==> src/shared/rtc_cal_pkg.sv <==
// Constants for the time and calendar counter bank with minute and hour alarms.
// Assumes an 8-bit register port with a 4-bit address inside the clock device.
`default_nettype none
package rtc_cal_pkg;
  // ----------------------------------------------------------------
  // Register port geometry and addresses
  // ----------------------------------------------------------------
  localparam int ADDR_W = 4;
  localparam int DATA_W = 8;
  localparam logic [3:0] ADDR_SECONDS = 4'h2;
  localparam logic [3:0] ADDR_MINUTE = 4'h3;
  localparam logic [3:0] ADDR_HOUR = 4'h4;
  localparam logic [3:0] ADDR_DAY = 4'h5;
  localparam logic [3:0] ADDR_WEEKDAY = 4'h6;
  localparam logic [3:0] ADDR_MONTH = 4'h7;
  localparam logic [3:0] ADDR_YEAR = 4'h8;
  localparam logic [3:0] ADDR_MINUTE_MATCH = 4'h9;
  localparam logic [3:0] ADDR_HOUR_MATCH = 4'hA;
  // ----------------------------------------------------------------
  // Implemented bits of each register and field positions
  // ----------------------------------------------------------------
  localparam logic [7:0] MASK_SECONDS = 8'h7F;
  localparam logic [7:0] MASK_MINUTE = 8'h7F;
  localparam logic [7:0] MASK_HOUR = 8'h3F;
  localparam logic [7:0] MASK_DAY = 8'h3F;
  localparam logic [7:0] MASK_WEEKDAY = 8'h07;
  localparam logic [7:0] MASK_MONTH = 8'h1F;
  localparam logic [7:0] MASK_YEAR = 8'hFF;
  localparam logic [7:0] MASK_MINUTE_MATCH = 8'hFF;
  localparam logic [7:0] MASK_HOUR_MATCH = 8'hBF;
  localparam int OSC_STOPPED_BIT = 7;
  localparam int MATCH_DISABLE_BIT = 7;
  localparam int AFTERNOON_BIT = 5;
  // ----------------------------------------------------------------
  // Reset values
  // ----------------------------------------------------------------
  localparam logic [7:0] RST_SECONDS = 8'h00;
  localparam logic RST_OSC_STOPPED = 1'b1;
  localparam logic [7:0] RST_MINUTE = 8'h00;
  localparam logic [7:0] RST_HOUR = 8'h00;
  localparam logic [7:0] RST_DAY = 8'h01;
  localparam logic [7:0] RST_WEEKDAY = 8'h00;
  localparam logic [7:0] RST_MONTH = 8'h01;
  localparam logic [7:0] RST_YEAR = 8'h00;
  localparam logic [7:0] RST_MATCH = 8'h80;
  // ----------------------------------------------------------------
  // Counter limits in BCD
  // ----------------------------------------------------------------
  localparam logic [7:0] BCD_ZERO = 8'h00;
  localparam logic [7:0] BCD_ONE = 8'h01;
  localparam logic [7:0] SEC_MAX = 8'h59;
  localparam logic [7:0] MIN_MAX = 8'h59;
  localparam logic [7:0] HOUR24_MAX = 8'h23;
  localparam logic [4:0] HOUR12_LAST = 5'h11;
  localparam logic [4:0] HOUR12_TOP = 5'h12;
  localparam logic [4:0] HOUR12_FIRST = 5'h01;
  localparam logic [7:0] WEEKDAY_MAX = 8'h06;
  localparam logic [7:0] MONTH_MAX = 8'h12;
  localparam logic [7:0] YEAR_MAX = 8'h99;
  localparam logic [7:0] MONTH_FEB = 8'h02;
  localparam logic [7:0] MONTH_APR = 8'h04;
  localparam logic [7:0] MONTH_JUN = 8'h06;
  localparam logic [7:0] MONTH_SEP = 8'h09;
  localparam logic [7:0] MONTH_NOV = 8'h11;
  localparam logic [7:0] DAYS_28 = 8'h28;
  localparam logic [7:0] DAYS_29 = 8'h29;
  localparam logic [7:0] DAYS_30 = 8'h30;
  localparam logic [7:0] DAYS_31 = 8'h31;
endpackage
`default_nettype wire

==> src/hdl/bcd_step.sv <==
// One step of a two-digit BCD counter that wraps from a top value to a bottom value.
// Assumes the value holds legal BCD digits; the caller decides when the step is taken.
`default_nettype none
`timescale 1ns/100ps
module bcd_step (
  input wire logic [7:0] value,
  input wire logic [7:0] max_value,
  input wire logic [7:0] min_value,
  output logic [7:0] next_value,
  output logic at_max
);
  // ----------------------------------------------------------------
  // Increment with decimal carry between the digits
  // ----------------------------------------------------------------
  // The top value is compared whole, so a digit past nine never reaches a wrap.
  always_comb begin
    at_max = (value == max_value);
    if (at_max) begin
      next_value = min_value;
    end else if (value[3:0] == 4'h9) begin
      next_value = {value[7:4] + 4'h1, 4'h0};
    end else begin
      next_value = {value[7:4], value[3:0] + 4'h1};
    end
  end
endmodule // bcd_step
`default_nettype wire

==> src/hdl/rtc_calendar_counters_alarm.sv <==
// Time and calendar counters, seconds to years, with minute and hour alarm compare.
// Assumes a serial front end that drives the register port and raises ACCESS_ACTIVE
// for the whole of each host access, and a 1 Hz one-cycle tick from the oscillator.
`default_nettype none
`timescale 1ns/100ps
module rtc_calendar_counters_alarm (
  input wire logic CLK_SYS,
  input wire logic RST,
  input wire logic TICK_1HZ,
  input wire logic OSC_STOPPED,
  input wire logic HOUR_FORMAT_12,
  input wire logic ACCESS_ACTIVE,
  input wire logic [rtc_cal_pkg::ADDR_W-1:0] REG_ADDR,
  input wire logic REG_WR,
  input wire logic REG_RD,
  input wire logic [rtc_cal_pkg::DATA_W-1:0] REG_WDATA,
  output logic [rtc_cal_pkg::DATA_W-1:0] REG_RDATA,
  input wire logic MATCH_FLAG_CLEAR,
  output logic MATCH_FLAG
);
  import rtc_cal_pkg::*;

  // ----------------------------------------------------------------
  // State
  // ----------------------------------------------------------------
  logic [7:0] seconds_count, minute_count, hour_count, day_count;
  logic [7:0] weekday_count, month_count, year_count;
  logic [7:0] minute_match, hour_match;
  logic oscillator_stopped_flag, pending, match_flag, match_prev;
  logic [7:0] read_data;
  logic [7:0] next_seconds, next_minute, next_hour, next_day;
  logic [7:0] next_weekday, next_month, next_year;
  logic [7:0] next_minute_match, next_hour_match, next_read_data;
  logic next_oscillator_stopped_flag, next_pending, next_match_flag;
  logic step, hour_carry, match_now, minute_match_disable, hour_match_disable;
  logic [7:0] sec_inc, min_inc, day_inc, wd_inc, mon_inc, year_inc, hour_inc, day_max;
  logic sec_top, min_top, day_top, wd_top, mon_top, year_top;

  // ----------------------------------------------------------------
  // Helper functions
  // ----------------------------------------------------------------
  // Leap test on a BCD year: an even tens digit needs units 0, 4 or 8,
  // an odd tens digit needs units 2 or 6; year 00 counts as leap.
  function automatic logic is_leap(input logic [7:0] year);
    logic [3:0] u;
    u = year[3:0];
    if (year[4] == 1'b0) begin
      is_leap = (u == 4'h0) || (u == 4'h4) || (u == 4'h8);
    end else begin
      is_leap = (u == 4'h2) || (u == 4'h6);
    end
  endfunction

  // Length of the current month as a BCD day number.
  function automatic logic [7:0] month_length(input logic [7:0] month, input logic leap);
    if (month == MONTH_FEB) begin
      month_length = leap ? DAYS_29 : DAYS_28;
    end else if ((month == MONTH_APR) || (month == MONTH_JUN) ||
                 (month == MONTH_SEP) || (month == MONTH_NOV)) begin
      month_length = DAYS_30;
    end else begin
      month_length = DAYS_31;
    end
  endfunction

  // Register file read mux; unmapped addresses read as zero.
  function automatic logic [7:0] read_mux(input logic [3:0] addr);
    unique case (addr)
      ADDR_SECONDS: read_mux = {oscillator_stopped_flag, seconds_count[6:0]};
      ADDR_MINUTE: read_mux = minute_count;
      ADDR_HOUR: read_mux = hour_count;
      ADDR_DAY: read_mux = day_count;
      ADDR_WEEKDAY: read_mux = weekday_count;
      ADDR_MONTH: read_mux = month_count;
      ADDR_YEAR: read_mux = year_count;
      ADDR_MINUTE_MATCH: read_mux = minute_match;
      ADDR_HOUR_MATCH: read_mux = hour_match;
      default: read_mux = BCD_ZERO;
    endcase
  endfunction

  // ----------------------------------------------------------------
  // Digit counters
  // ----------------------------------------------------------------
  bcd_step u_sec (.value(seconds_count), .max_value(SEC_MAX), .min_value(BCD_ZERO),
    .next_value(sec_inc), .at_max(sec_top));
  bcd_step u_min (.value(minute_count), .max_value(MIN_MAX), .min_value(BCD_ZERO),
    .next_value(min_inc), .at_max(min_top));
  bcd_step u_day (.value(day_count), .max_value(day_max), .min_value(BCD_ONE),
    .next_value(day_inc), .at_max(day_top));
  bcd_step u_wd (.value(weekday_count), .max_value(WEEKDAY_MAX), .min_value(BCD_ZERO),
    .next_value(wd_inc), .at_max(wd_top));
  bcd_step u_mon (.value(month_count), .max_value(MONTH_MAX), .min_value(BCD_ONE),
    .next_value(mon_inc), .at_max(mon_top));
  bcd_step u_year (.value(year_count), .max_value(YEAR_MAX), .min_value(BCD_ZERO),
    .next_value(year_inc), .at_max(year_top));

  // ----------------------------------------------------------------
  // Hour advance in either format
  // ----------------------------------------------------------------
  // In 12 hour mode 11 goes to 12 with the afternoon bit toggled, and 12 goes
  // to 01; the day only turns over at 11 PM to 12 AM.
  always_comb begin
    hour_inc = hour_count;
    hour_carry = 1'b0;
    if (HOUR_FORMAT_12) begin
      if (hour_count[4:0] == HOUR12_LAST) begin
        hour_inc = {2'b00, ~hour_count[AFTERNOON_BIT], HOUR12_TOP};
        hour_carry = hour_count[AFTERNOON_BIT];
      end else if (hour_count[4:0] == HOUR12_TOP) begin
        hour_inc = {2'b00, hour_count[AFTERNOON_BIT], HOUR12_FIRST};
      end else if (hour_count[3:0] == 4'h9) begin
        hour_inc = {2'b00, hour_count[AFTERNOON_BIT], 5'h10};
      end else begin
        hour_inc = {hour_count[7:4], hour_count[3:0] + 4'h1};
      end
    end else begin
      if (hour_count == HOUR24_MAX) begin
        hour_inc = BCD_ZERO;
        hour_carry = 1'b1;
      end else if (hour_count[3:0] == 4'h9) begin
        hour_inc = {hour_count[7:4] + 4'h1, 4'h0};
      end else begin
        hour_inc = {hour_count[7:4], hour_count[3:0] + 4'h1};
      end
    end
  end

  // ----------------------------------------------------------------
  // Next-state logic for counters, alarms and flags
  // ----------------------------------------------------------------
  // A host write also holds off the step, so a written value is never mixed
  // with a carry in the same cycle; the tick is then kept pending instead.
  always_comb begin
    day_max = month_length(month_count, is_leap(year_count));
    step = !ACCESS_ACTIVE && !REG_WR && (TICK_1HZ || pending);
    next_pending = (TICK_1HZ && (ACCESS_ACTIVE || REG_WR)) || (pending && !step);
    next_seconds = seconds_count;
    next_minute = minute_count;
    next_hour = hour_count;
    next_day = day_count;
    next_weekday = weekday_count;
    next_month = month_count;
    next_year = year_count;
    next_minute_match = minute_match;
    next_hour_match = hour_match;
    next_oscillator_stopped_flag = oscillator_stopped_flag;
    if (step) begin
      next_seconds = sec_inc;
      if (sec_top) begin
        next_minute = min_inc;
        if (min_top) begin
          next_hour = hour_inc;
          if (hour_carry) begin
            next_day = day_inc;
            next_weekday = wd_inc;
            if (day_top) begin
              next_month = mon_inc;
              if (mon_top) begin
                next_year = year_inc;
              end
            end
          end
        end
      end
    end
    if (REG_WR) begin
      // Unimplemented bits are dropped on the way in.
      unique case (REG_ADDR)
        ADDR_SECONDS: begin
          next_seconds = REG_WDATA & MASK_SECONDS;
          next_oscillator_stopped_flag = REG_WDATA[OSC_STOPPED_BIT];
        end
        ADDR_MINUTE: next_minute = REG_WDATA & MASK_MINUTE;
        ADDR_HOUR: next_hour = REG_WDATA & MASK_HOUR;
        ADDR_DAY: next_day = REG_WDATA & MASK_DAY;
        ADDR_WEEKDAY: next_weekday = REG_WDATA & MASK_WEEKDAY;
        ADDR_MONTH: next_month = REG_WDATA & MASK_MONTH;
        ADDR_YEAR: next_year = REG_WDATA & MASK_YEAR;
        ADDR_MINUTE_MATCH: next_minute_match = REG_WDATA & MASK_MINUTE_MATCH;
        ADDR_HOUR_MATCH: next_hour_match = REG_WDATA & MASK_HOUR_MATCH;
        default: ;
      endcase
    end
    // The stopped oscillator wins over a software clear in the same cycle.
    if (OSC_STOPPED) begin
      next_oscillator_stopped_flag = 1'b1;
    end
    next_read_data = REG_RD ? read_mux(REG_ADDR) : read_data;
  end

  // ----------------------------------------------------------------
  // Alarm compare and flag
  // ----------------------------------------------------------------
  // With no alarm enabled nothing matches. The flag fires on the edge into a
  // match, so a clear during a lasting match does not fire it again.
  always_comb begin
    minute_match_disable = minute_match[MATCH_DISABLE_BIT];
    hour_match_disable = hour_match[MATCH_DISABLE_BIT];
    match_now = (!minute_match_disable || !hour_match_disable) &&
                (minute_match_disable || (minute_match[6:0] == minute_count[6:0])) &&
                (hour_match_disable || (hour_match[5:0] == hour_count[5:0]));
    next_match_flag = match_flag && !MATCH_FLAG_CLEAR;
    if (match_now && !match_prev) begin
      next_match_flag = 1'b1;
    end
  end

  // ----------------------------------------------------------------
  // Registers
  // ----------------------------------------------------------------
  always_ff @(posedge CLK_SYS or posedge RST) begin
    if (RST) begin
      seconds_count <= RST_SECONDS;
      minute_count <= RST_MINUTE;
      hour_count <= RST_HOUR;
      day_count <= RST_DAY;
      weekday_count <= RST_WEEKDAY;
      month_count <= RST_MONTH;
      year_count <= RST_YEAR;
      minute_match <= RST_MATCH;
      hour_match <= RST_MATCH;
      oscillator_stopped_flag <= RST_OSC_STOPPED;
      pending <= 1'b0;
      match_flag <= 1'b0;
      match_prev <= 1'b0;
      read_data <= BCD_ZERO;
    end else begin
      seconds_count <= next_seconds;
      minute_count <= next_minute;
      hour_count <= next_hour;
      day_count <= next_day;
      weekday_count <= next_weekday;
      month_count <= next_month;
      year_count <= next_year;
      minute_match <= next_minute_match;
      hour_match <= next_hour_match;
      oscillator_stopped_flag <= next_oscillator_stopped_flag;
      pending <= next_pending;
      match_flag <= next_match_flag;
      match_prev <= match_now;
      read_data <= next_read_data;
    end
  end

  assign REG_RDATA = read_data;
  assign MATCH_FLAG = match_flag;
endmodule // rtc_calendar_counters_alarm
`default_nettype wire

==> config.mk <==
export PLATFORM = sky130hd
export DESIGN_NAME = rtc_calendar_counters_alarm
export DESIGN_NICKNAME = d
export VERILOG_FILES = /design/src/shared/rtc_cal_pkg.sv /design/src/hdl/bcd_step.sv /design/src/hdl/rtc_calendar_counters_alarm.sv
export SDC_FILE = /design/constraint.sdc
export NUM_CORES = 1
export LEC_CHECK = 0
export ABC_AREA = 1
export BUFFER_PORTS_ARGS = -buffer_cell sky130_fd_sc_hd__buf_2
export CAP_MARGIN = 10
export CORE_MARGIN = 1
export CORE_UTILIZATION = 64
export CTS_CLUSTER_SIZE = 40
export DETAILED_ROUTE_END_ITERATION = 8
export PLACE_DENSITY = 0.88
export SLEW_MARGIN = 40
export SYNTH_ARGS = -nofsm -noshare
export SYNTH_HDL_FRONTEND = slang
export SYNTH_HIERARCHICAL = 1
export SYNTH_SLANG_ARGS = --single-unit
==> constraint.sdc <==
create_clock -name CLK_SYS -period 3.5 [get_ports CLK_SYS]
set_clock_uncertainty 0.2 [all_clocks]
set_input_delay 0 -clock CLK_SYS [delete_from_list [all_inputs] [get_ports CLK_SYS]]
set_output_delay 0 -clock CLK_SYS [all_outputs]
set_load 0.01 [all_outputs]
==> impl_summary.md, run 1 <==
STA
Setup repair after global routing left no endpoint under its margin. The max-slew violation count came to 0. The minimum clock period after layout is 3130 ps.

The maximum frequency from static timing analysis is 320 MHz. The final worst hold slack is -15.9 ps. The post-route worst setup slack is 373 ps. The worst slew margin relative to its limit is 52.4%.

The final-report setup violation count is 0. The pin slew with the least headroom to its limit is 715 ps. The number of endpoints with negative hold slack in the final report came to 11.

The final total negative setup slack is 0 ps. The final critical path takes up 89.3% of the cycle.

Global route
The aggregate global-route resource usage is between 30% and 40%. The number of antenna violations at the first check in global routing is 0. The global-route wire length before repair is 33.2 mm. The total grt overflow is 0. The via count of the first global-routing pass is around 7.0k. Entering global routing, the biggest net connects 58 pins.

Place
The quantity of I/O buffers inserted on ports is 29. The worst setup timing slack at the placement stage is ~460 ps. Summing all placed instances gives a cell area of 0.00816 mm2. The number of placed instances with taps included is 1446.

The half-perimeter wire length after placement is 15.8 mm. At the end of routability-driven placement, the weighted congestion stood at 0.982.

Layout
The top cell types in the final layout, fill and taps aside, are sky130_fd_sc_hd__nand2_1 (374), sky130_fd_sc_hd__inv_1 (160), sky130_fd_sc_hd__conb_1 (110), sky130_fd_sc_hd__nand3_1 (102), sky130_fd_sc_hd__nor2_1 (86). After routing the design area is ~0.0086 mm2. Cells fill 75.2% of the core in the end. The post-route netlist has roughly a tenth of its cells at a drive strength greater than 1.

Once layout is complete, the cells apart from fillers number ~1.5k. The final layout contains 1360 nets. The library cell used most frequently in the layout, excluding fill and tap cells, is sky130_fd_sc_hd__nand2_1. Counting the fill cells in the layout gives 982. The area growth from synthesis to layout is 15.0%.

The number of antenna diodes in the final layout is 0.

Clocking
TritonCTS created 9 clock buffers. The clock transition at the registers of the reported paths is 60 ps. The latest clock arrival within the worst-skew pair is 350 ps. TritonCTS built the clock tree. The post-CTS setup-driven buffer insertion count is 0. The tree is rooted in a sky130_fd_sc_hd__clkbuf_16. The clock net in this run drives a total of 83 sinks. The clock tree synthesis step divided the H-tree into 3 levels. In this run the deepest clock path goes through 2 buffers.

Floorplanning
The region available for standard cell placement spans 0.0114 mm2. The width of the die is 110 um. Once the floorplan was initialized, standard cells occupied between 60% and 70% of the core. The I/O pin total is 30. The floorplan step defined a die boundary enclosing 0.0121 mm2.

The floorplan has 39 rows. The floorplan die height is 110 um.

Worst setup path
The class of the most critical setup path is register to register. For the worst setup path, the data required time is between 3000 and 4000 ps. The register-to-register setup slack is approximately 370 ps. The critical path endpoint is year_count[1]$_DFF_PP0_. The worst register-to-register path ends at year_count[1]$_DFF_PP0_. On the critical path, the stage with the largest delay is an instance of sky130_fd_sc_hd__dfrtp_1. The startpoint type of the worst setup path is a register.

The number of cells on the worst reg-to-reg path is 20. Along the worst path, the maximum fanout reaches 9. Traced cell by cell, the critical path runs through inv_1, nand2_1, nor3_1, nand2_1, inv_1, o2111ai_1, nand2_1, inv_1, nand2_1, nand2_2, nand2_4, nor2_4, nand2_4, inv_1, nand2_1, clkinv_1, nand3_2, nand2_1, nand3_1, nand2_1.

The most numerous cell type found on the critical path is sky130_fd_sc_hd__nand2_1. The kind of end point of the critical path is a register. The signal arrival time at the worst endpoint is 3170 ps. In this run the critical register-to-register path is launched from month_count[2]$_DFF_PP0_. The largest single stage delay on the critical path is 450 ps. The launch point of the worst path is month_count[2]$_DFF_PP0_.

Drt
The post-detailed-route wirelength per cell is 14.1 um. After detailed routing, the number of vias per cell comes to around 5.4. The remaining design rule violation count is 0. The final layout contains routed wiring with a total length of 20.9 mm. The detail route stage leaves a number of antenna-violating nets equal to 0. The detailed router finished its first iteration with around 850 violations. The first detailed-routing pass ran for 6 iterations. The via total after detailed routing is 7949.

Power and ir drop
The peak supply drop is 0.000270 V. Summed over all cells, the static leakage comes to 0.00477 uW. The total power divided by cell area is around 500 mW/mm2.

Synth
Synthesis produced a netlist whose cell count is 1175. The average cell area after synthesis is 6.36 um2. Summing every instance area after synthesis gives 0.00747 mm2. The number of warning messages in the yosys log is 6.

Min path
The worst min-delay path class is input pin to asynchronous set/reset pin.

Run status
The checks that failed: hold timing. The flow ran to the end, but the final reports show violations.

Job
The tool flagged a number of max-cap violations equal to 0.
[report_power, final]
| group | leakage, uW | total [uW] | switching, uW | internal [uW] |
|---|---|---|---|---|
| registers | 0.00100 | 1560 | 382 | 1180 |
| logic | 0.00364 | 1740 | 1090 | 656 |
| clock network | 0.000125 | 872 | 395 | 477 |
| total | 0.00477 | 4180 | 1860 | 2310 |
[state kept, by name (all words and copies together) (netlist names)]
signal	cells
year_count	8
pending	1
month_count	8
MATCH_FLAG	1
day_count	8
minute_match	8
seconds_count	8
oscillator_stopped_flag	1
minute_count	8
weekday_count	8
hour_count	8
hour_match	7
match_prev	1
REG_RDATA	8
[worst max-delay path: cells and delay by family (launching register included)]
kind            cells  cell delay, ps
simple gates       14            1430
buf+inv             5             710
flops               1             450
compound gates      1             190
[per-layer routing]
layer,vias to the layer above,GRT usage (%),routed length (um)
met3,85,7.00,1590
met5,-,0,0
met4,0,18.8,1050
li1,3958,-,-
met1,3572,44.6,8520
met2,334,60.1,9760
[through the flow]
step                      hold WS [ps]  total power [uW]
after floorplan                   -104              2830
after global placement            -180              3200
after detailed placement          -177              3250
after CTS                         4.38              4130
after global routing              30.8              4500
final                            -15.9              4180
[how the worst min path moves through the flow]
stage                                     to    startpoint  depth (start not counted)
floorplan           month_count[0]$_DFF_PP1_  REG_WDATA[0]                          2
global placement        MATCH_FLAG$_DFF_PP0_           RST                          2
detailed placement      MATCH_FLAG$_DFF_PP0_           RST                          2
CTS                     MATCH_FLAG$_DFF_PP0_           RST                          3
global route            MATCH_FLAG$_DFF_PP0_           RST                          3
finish                  MATCH_FLAG$_DFF_PP0_           RST                          3
[cell type report]
cell class / count / area (um2) / area share [%]
Inverter: 176 / 662 / 7.70
Sequential cell: 83 / 2080 / 24.2
Tap cell: 143 / 179 / 2.08
Clock buffer: 11 / 233 / 2.71
Clock inverter: 5 / 30.0 / 0.350
Multi-Input combinational cell: 1013 / 5070 / 59.1
Timing Repair Buffer: 48 / 330 / 3.85
[repair_timing]
action	in CTS	in global routing
gates resized for setup	0	0
hold buffers	17	0
endpoints found under the hold margin	95	0
Power figures use the tool's default switching activity.
==> run 2: changes to the inputs <==
--- a/config.mk
+++ b/config.mk
@@ -9,10 +9,10 @@
 export BUFFER_PORTS_ARGS = -buffer_cell sky130_fd_sc_hd__buf_2
 export CAP_MARGIN = 10
 export CORE_MARGIN = 1
-export CORE_UTILIZATION = 64
+export CORE_UTILIZATION = 58
 export CTS_CLUSTER_SIZE = 40
 export DETAILED_ROUTE_END_ITERATION = 8
-export PLACE_DENSITY = 0.88
+export PLACE_DENSITY = 0.85
 export SLEW_MARGIN = 40
 export SYNTH_ARGS = -nofsm -noshare
 export SYNTH_HDL_FRONTEND = slang
==> constraint.sdc (replaced) <==
create_clock -name CLK_SYS -period 2.7 [get_ports CLK_SYS]
set_clock_uncertainty 0.2 [all_clocks]
set_input_delay 0 -clock CLK_SYS [delete_from_list [all_inputs] [get_ports CLK_SYS]]
set_output_delay 0 -clock CLK_SYS [all_outputs]
set_load 0.01 [all_outputs]
==> impl_summary.md, run 2 (synthesis gave the netlist of run 1 again) <==
Run status
The flow ran to the end, and the final reports show no timing, DRC or antenna violations.

Layout
Once layout is complete, the utilization of the core stands at 71.5%. The total inserted antenna cells is 0. The post-route netlist has 13.1% of its cells at a drive strength greater than 1. The library cell used most frequently in the layout, excluding fill and tap cells, is sky130_fd_sc_hd__nand2_1.

From synthesis to final layout, the design area changed by 20.2%. The library cells used most frequently in the layout, excluding fill and tap cells, are sky130_fd_sc_hd__nand2_1 (372), sky130_fd_sc_hd__inv_1 (159), sky130_fd_sc_hd__conb_1 (110), sky130_fd_sc_hd__nand3_1 (102), sky130_fd_sc_hd__nor2_1 (85). After the last flow step, the layout net total stands at 1394. Excluding fillers, the count of instances in the completed layout stands at 1542.

Drt
The post-detailed-route wirelength per cell is 14.3 um. The via total after detailed routing is 8076. The met2 wire length is about 10 mm. The first-pass detailed-route iteration total is 8.

The highest metal layer carrying signal wires in the routed design is met4. The routed design uses 1.42 mm of met3 wire. In this run, the number of DRC markers left after iteration 0 of detailed routing was approximately 780.

After detailed routing, the number of vias per cell comes to 5.24. After detailed routing, the number of remaining DRC violations is 0. For this block, wires on met1 add up to around 9.2 mm. The detail route stage leaves a number of antenna-violating nets equal to 0.

The routed wire length is 22.0 mm.

Worst setup path
The biggest fanout along the worst timing path is 9. The class of the most critical setup path is register to register. The worst setup path is launched from a register.

The worst reg2reg path endpoint is year_count[3]$_DFF_PP0_. The signal arrival time at the worst endpoint is between 2000 and 3000 ps. The startpoint identified for the worst register-to-register timing path is month_count[3]$_DFF_PP0_. The kind of end point of the critical path is a register. The number of cells on the worst reg-to-reg path is 19.

STA puts the critical path data required time at 2790 ps. The setup check on the worst reg-to-reg path leaves a slack of 120 ps.

Place
Summed over all nets, the half-perimeter wirelength after detailed placement is 16.6 mm. The number of placed instances with taps included is 1505. The global placer's final weighted congestion is about 1. Port buffering added 29 buffers.

Floorplanning
The core region is around 0.013 mm2. In this run the vertical extent of the chip is around 120 um. The floorplan die area is 0.0133 mm2. The initial core utilization is 59.5%. The width of the die is 116 um. The I/O pin total is 30. The cell row count is 41.

STA
The minimum clock period after layout is 2580 ps. At the pin with the least slew margin, the transition time is 584 ps. The worst slew margin relative to its limit is 61.0%.

The worst path uses 95.5% of the clock period. The number of endpoints with negative hold slack in the final report is 0. The max-slew violation count is 0.

In the final timing run, aggregate negative setup slack is 0 ps. Timing would allow up to between 300 and 400 MHz. Setup violations remaining at the end of the flow were counted as 0.

Clocking
The clock net in this run drives a total of 83 sinks. The CTS tree is yes. The clock reaches the later pin of the worst-skew pair after about 350 ps. The clock tree synthesis step divided the H-tree into 3 levels. The clock transition at the registers of the reported paths is about 70 ps. The clock passes through at most 2 buffers. In this run, CTS created clock tree buffers numbering 9.

The cell sitting at the root of the clock tree is a sky130_fd_sc_hd__clkbuf_16.

Power and ir drop
For this design the ratio of total power to cell area is between 600 and 700 mW/mm2. For this design the static power due to leakage is slightly below 0.005 uW. The peak supply drop is 0.000392 V.

Global route
The aggregate global-route resource usage is 34.4%. The total grt overflow is 0. The via count of the first global-routing pass is 7390.

The number of antenna violations at the first check in global routing came to 0. The pin count of the biggest net entering global routing is 52. The first global-routing pass estimated 35.3 mm of wire.

Min path
The path with the worst hold slack has its endpoint at REG_RDATA[4]$_DFFE_PP0P_. The worst hold path depth is 7. The min-delay analysis places its worst path in the category input pin to register. The beginning of the worst hold path is REG_ADDR[1].

Job
Max-cap violations in this run came to 0.
-- run 2: cell types whose count changed in the layout (fill, tap and decap cells not counted), sizes merged --
| cell | delta |
|---|---|
| clkinv | -2 |
| bufinv | +1 |
| buf | +31 |
| inv | +1 |
| dlygate4sd3 | +2 |
| clkbuf | +1 |
-- run 2: critical path: stages, from the launching register on --
cell                        delay [ps]
sky130_fd_sc_hd__dfrtp_1           380
sky130_fd_sc_hd__inv_1             100
sky130_fd_sc_hd__nand2_1           100
sky130_fd_sc_hd__nor3_2            120
sky130_fd_sc_hd__nand2_1           110
sky130_fd_sc_hd__inv_1             100
sky130_fd_sc_hd__o2111ai_1         110
sky130_fd_sc_hd__nand2_1           110
sky130_fd_sc_hd__nand2_1            70
sky130_fd_sc_hd__nand2_2           100
sky130_fd_sc_hd__nand2_4            80
sky130_fd_sc_hd__nor2_4            130
sky130_fd_sc_hd__nand2_4            90
sky130_fd_sc_hd__inv_2             100
sky130_fd_sc_hd__nand2_2           110
sky130_fd_sc_hd__inv_4             110
sky130_fd_sc_hd__nand3_4           130
sky130_fd_sc_hd__nand2_1           100
sky130_fd_sc_hd__nand3_1            80
sky130_fd_sc_hd__nand2_1            90
-- run 2: how the worst max path moves through the flow --
stage	from	endpoint	cells past startpoint
after floorplan	month_count[0]$_DFF_PP1_	year_count[0]$_DFF_PP0_	16
after global placement	month_count[3]$_DFF_PP0_	year_count[3]$_DFF_PP0_	20
after detailed placement	month_count[3]$_DFF_PP0_	year_count[6]$_DFF_PP0_	20
after CTS	month_count[3]$_DFF_PP0_	month_count[6]$_DFF_PP0_	17
after global routing	month_count[1]$_DFF_PP0_	year_count[3]$_DFF_PP0_	19
final	month_count[3]$_DFF_PP0_	year_count[3]$_DFF_PP0_	19
-- run 2: through the flow --
stage | setup WS, ps | total power [uW] | hold slack (ps) | instance area, um2
floorplan | 222 | 3670 | -104 | 7880
global placement | 125 | 4330 | -128 | 8430
detailed placement | 3.34 | 4400 | -124 | 8430
CTS | 64.0 | 5720 | 19.4 | 8940
global route | -55.4 | 6180 | 98.1 | 8980
finish | 123 | 5780 | 15.5 | 8980
-- run 2: layout make-up --
type,count,area (um2)
repair buffers,81,596
multi-input cells,1013,5100
repair inverters,1,7.51
clock buffers,12,267
fillers,1077,3580
inverters,176,664
flip-flops and latches,83,2080
well taps,172,215
clock inverters,4,47.5
-- run 2: metal layers --
layer / up-vias / track usage [%]
met5: - / 0
met3: 77 / 4.50
met4: 0 / 20.7
met1: 3655 / 43.6
li1: 4014 / -
met2: 330 / 56.2
-- run 2: power by group --
group          total (uW)  switching, uW  internal, uW
clock network        1290            501           789
logic                2620           1640           987
registers            1870            335          1530
total                5780           2470          3310
-- run 2: repair_timing --
action	in CTS	in global routing
buffers inserted	0	1
hold buffers	19	0
endpoints found under the hold margin	150	0
gates cloned	0	1
pin swaps	0	3
endpoints found under the setup margin	2	18
resized for setup	2	10
==> run 3: changes to the inputs <==
--- a/config.mk
+++ b/config.mk
@@ -5,14 +5,14 @@
 export SDC_FILE = /design/constraint.sdc
 export NUM_CORES = 1
 export LEC_CHECK = 0
-export ABC_AREA = 1
+export ABC_AREA = 0
 export BUFFER_PORTS_ARGS = -buffer_cell sky130_fd_sc_hd__buf_2
 export CAP_MARGIN = 10
 export CORE_MARGIN = 1
-export CORE_UTILIZATION = 58
+export CORE_UTILIZATION = 57
 export CTS_CLUSTER_SIZE = 40
 export DETAILED_ROUTE_END_ITERATION = 8
-export PLACE_DENSITY = 0.85
+export PLACE_DENSITY = 0.84
 export SLEW_MARGIN = 40
 export SYNTH_ARGS = -nofsm -noshare
 export SYNTH_HDL_FRONTEND = slang
==> impl_summary.md, run 3 <==
STA
Derived from the worst setup path, the maximum achievable clock frequency is 378 MHz. The number of endpoints with negative hold slack in the final report was 0. The max-slew violation count came to 0. The worst pin sits at a relative slew slack of 52.9%.

Setup repair after global routing could not meet its margin everywhere. In the final timing run, aggregate negative setup slack is 0 ps. The final-report setup violation count is 0. The final critical path takes up 98.0% of the cycle. The minimum clock period after layout is 2650 ps. At the pin with the least slew margin, the transition time is 705 ps.

Min path
For hold timing, the worst endpoint is hour_count[0]$_DFF_PP0_. The beginning of the worst hold path is ACCESS_ACTIVE. The worst hold path was traced through 5 stages. The path class of the tightest hold or removal check is input pin to register.

Job
The number of maximum-capacitance constraint violations is 0.

Worst setup path
The reg-to-reg startpoint is month_count[3]$_DFF_PP0_. For the worst flop-to-flop path, the logic depth is 11. Traced cell by cell, the critical path runs through nor3_2, nand4b_1, or3_1, nand3_1, xor2_1, nor4_2, nand2_2, buf_4, mux2_2, mux2i_1, a21oi_1. The worst register-to-register path has a setup slack of between 50 and 60 ps.

The total buffers and inverters traversed by the critical path is 1. The critical path starts at month_count[3]$_DFF_PP0_. By startpoint and endpoint, the worst setup path is classified as register to register. STA classifies the critical path endpoint as a register. The largest single stage delay on the critical path is 400 ps. At the worst endpoint, the required time is 2710 ps.

The slowest library cell on the worst path is sky130_fd_sc_hd__dfrtp_1. STA puts the critical path data arrival time at 2650 ps. In this run the worst path has a maximum fanout of 8. The worst setup path is launched from a register. Grouping stages by cell kind, the critical path spends the most delay in simple AND/OR/NAND/NOR gates. The worst register-to-register path ends at day_count[2]$_DFF_PP0_.

Drt
Once detail routing completed, the nets flagged for antenna violations numbered 0. The detailed router's first-iteration violation count is ~650. Dividing the detail-routed wire length by the instance count gives about 18 um.

After detailed routing, the number of vias per cell comes to 5.79. After detailed routing, the number of remaining DRC violations is 2. The first-pass detailed-route iteration total is 7. For this block, the via count after detailed routing is just over 6k. The final layout contains routed wiring with a total length of roughly 19 mm.

Floorplanning
Row generation in the floorplan step produced 39 rows. The initial core utilization is roughly 59%. The core region is 0.0116 mm2. The die covers 0.0125 mm2. The I/O pin total is 30. From bottom edge to top edge, the die measures 112 um. Measured along the x axis, the die boundary spans about 110 um.

Global route
Global routing used 31.1% of the available tracks across all layers. The via count of the first global-routing pass was 6010. Global routing finished with a remaining overflow of 0. The number of antenna violations at the first check in global routing is 0.

Entering global routing, the biggest net connects 39 pins. The global-route wire length before repair is 30.1 mm.

Layout
The number of filler instances in the final layout is between 800 and 900. In the layout the commonest cells are sky130_fd_sc_hd__conb_1 (93), sky130_fd_sc_hd__dfrtp_1 (78), sky130_fd_sc_hd__mux2i_1 (69), sky130_fd_sc_hd__xor2_1 (68), sky130_fd_sc_hd__mux2_2 (67). The post-route netlist has 22.9% of its cells at a drive strength greater than 1.

The total inserted antenna cells is 0. The count of nets after finishing is 923. Leaving out fill and tap cells, the most frequent cell in the layout is sky130_fd_sc_hd__conb_1. The combined area of the multi-input logic cells is just under 0.005 mm2. The synthesis-to-finish area growth is 19.7%. The register area is between 0.002 and 0.0025 mm2. At the end of the flow the core is filled with cells to just over 70%.

Power and ir drop
The internal power consumption is 3250 uW. For this design the total switching power over the nets is 1900 uW. The share of total power in sequential cells is 35.7%. Dividing total power by cell area gives a power density of 628 mW/mm2. VDD sags by at most 0.000418 V.

The portion of total power attributed to combinational logic is around two fifths. Of the total power, the share spent switching nets is 36.9%. The relative contribution of the clock network to total power is 23.0%.

The leakage power of the design is 0.00397 uW.

Place
After legalization and detailed placement, the total HPWL measured approximately 14 mm. The quantity of I/O buffers inserted on ports is 29. The congestion estimate from routability-driven global placement came to 1.00.

Clocking
The clock root buffer master is sky130_fd_sc_hd__clkbuf_16. The number of clock buffers inserted by TritonCTS is 9. The clock transition at the registers of the reported paths is roughly 60 ps.

The CTS H-tree depth is 3. The maximum clock path buffer count is 2. The CTS tree is yes. The number of clock sinks is 83. At the later pin of the worst-skew pair, clock insertion delay measures 350 ps.

Run status
The final reports fail on DRC. The flow ran to the end, but the final reports show violations.

Synth
The cell count after synthesis came out at 730. The total standard cell area after synthesis is around 0.0068 mm2. The number of warning messages in the yosys log is 6. The average cell area after synthesis is 9.38 um2.
run 3: cell count changes in the layout (fill, tap and decap cells not counted), sizes merged, moves of 19 or more:
cell   before  now
nand2     401   51
inv       175   28
nand3     107   15
mux2i       0   69
o21ai      99   31
mux2        0   67
nor2      120   60
xor2       12   68
xnor2      46   22
buf        62   81
nand4      28    9
run 3: area by class of cell:
cell class	instances	share of cell area, %
well taps	143	2.18
repair buffers	97	8.64
clock inverters	4	0.305
flip-flops and latches	83	25.4
multi-input cells	674	58.9
clock buffers	12	3.13
inverters	29	1.37
run 3: metal layers:
layer / track usage [%] / share of wire (%) / vias up / wire length [um]
met5: 0 / 0 / - / 0
met4: 16.1 / 4.1 / 0 / 770
met3: 6.31 / 7.5 / 61 / 1410
met2: 51.6 / 47 / 258 / 8840
met1: 38.4 / 41 / 2850 / 7770
li1: - / - / 2869 / -
run 3: through the flow:
stage | power [uW] | instance area (um2) | hold WS [ps] | cells | setup WS, ps
finish | 5150 | 8200 | 14.3 | 1042 | 53.4
global route | 5410 | 8200 | 64.2 | 1042 | -119
CTS | 5110 | 8190 | 7.03 | 1042 | 95.9
detailed placement | 3890 | 7730 | -89.4 | 1007 | -21.3
global placement | 3790 | 7730 | -96.0 | 1007 | 95.5
floorplan | 3220 | 7200 | -94.5 | 821 | 14.5
run 3: how the worst max path moves through the flow:
stage	to	cells past startpoint
5_1_grt	year_count[6]$_DFF_PP0_	11
2_1_floorplan	year_count[0]$_DFF_PP0_	11
3_3_place_gp	day_count[1]$_DFF_PP0_	11
6_report	day_count[2]$_DFF_PP0_	11
4_1_cts	year_count[3]$_DFF_PP0_	11
3_5_place_dp	year_count[3]$_DFF_PP0_	11
run 3: tightest hold or removal path, stage by stage:
cell,delay [ps]
sky130_fd_sc_hd__buf_2,130
sky130_fd_sc_hd__nor4_4,60
sky130_fd_sc_hd__buf_12,140
sky130_fd_sc_hd__xnor2_1,120
sky130_fd_sc_hd__o21ai_0,60
run 3: what timing repair did:
item / in CTS / in global routing
buffers inserted: 3 / 0
gates cloned: 0 / 0
endpoints found under the hold margin: 104 / 0
endpoints found under the setup margin: 6 / 16
resized for setup: 0 / 1
hold buffers: 16 / 0
pin swaps: 2 / 5
run 3: power by group through the flow:
stage	Sequential, uW	Combinational (uW)	Clock [uW]
4_1_cts	1830	2090	1190
5_1_grt	1870	2310	1230
2_1_floorplan	1870	1350	0
6_report	1840	2130	1190
3_5_place_dp	1850	2040	0
3_3_place_gp	1830	1960	0
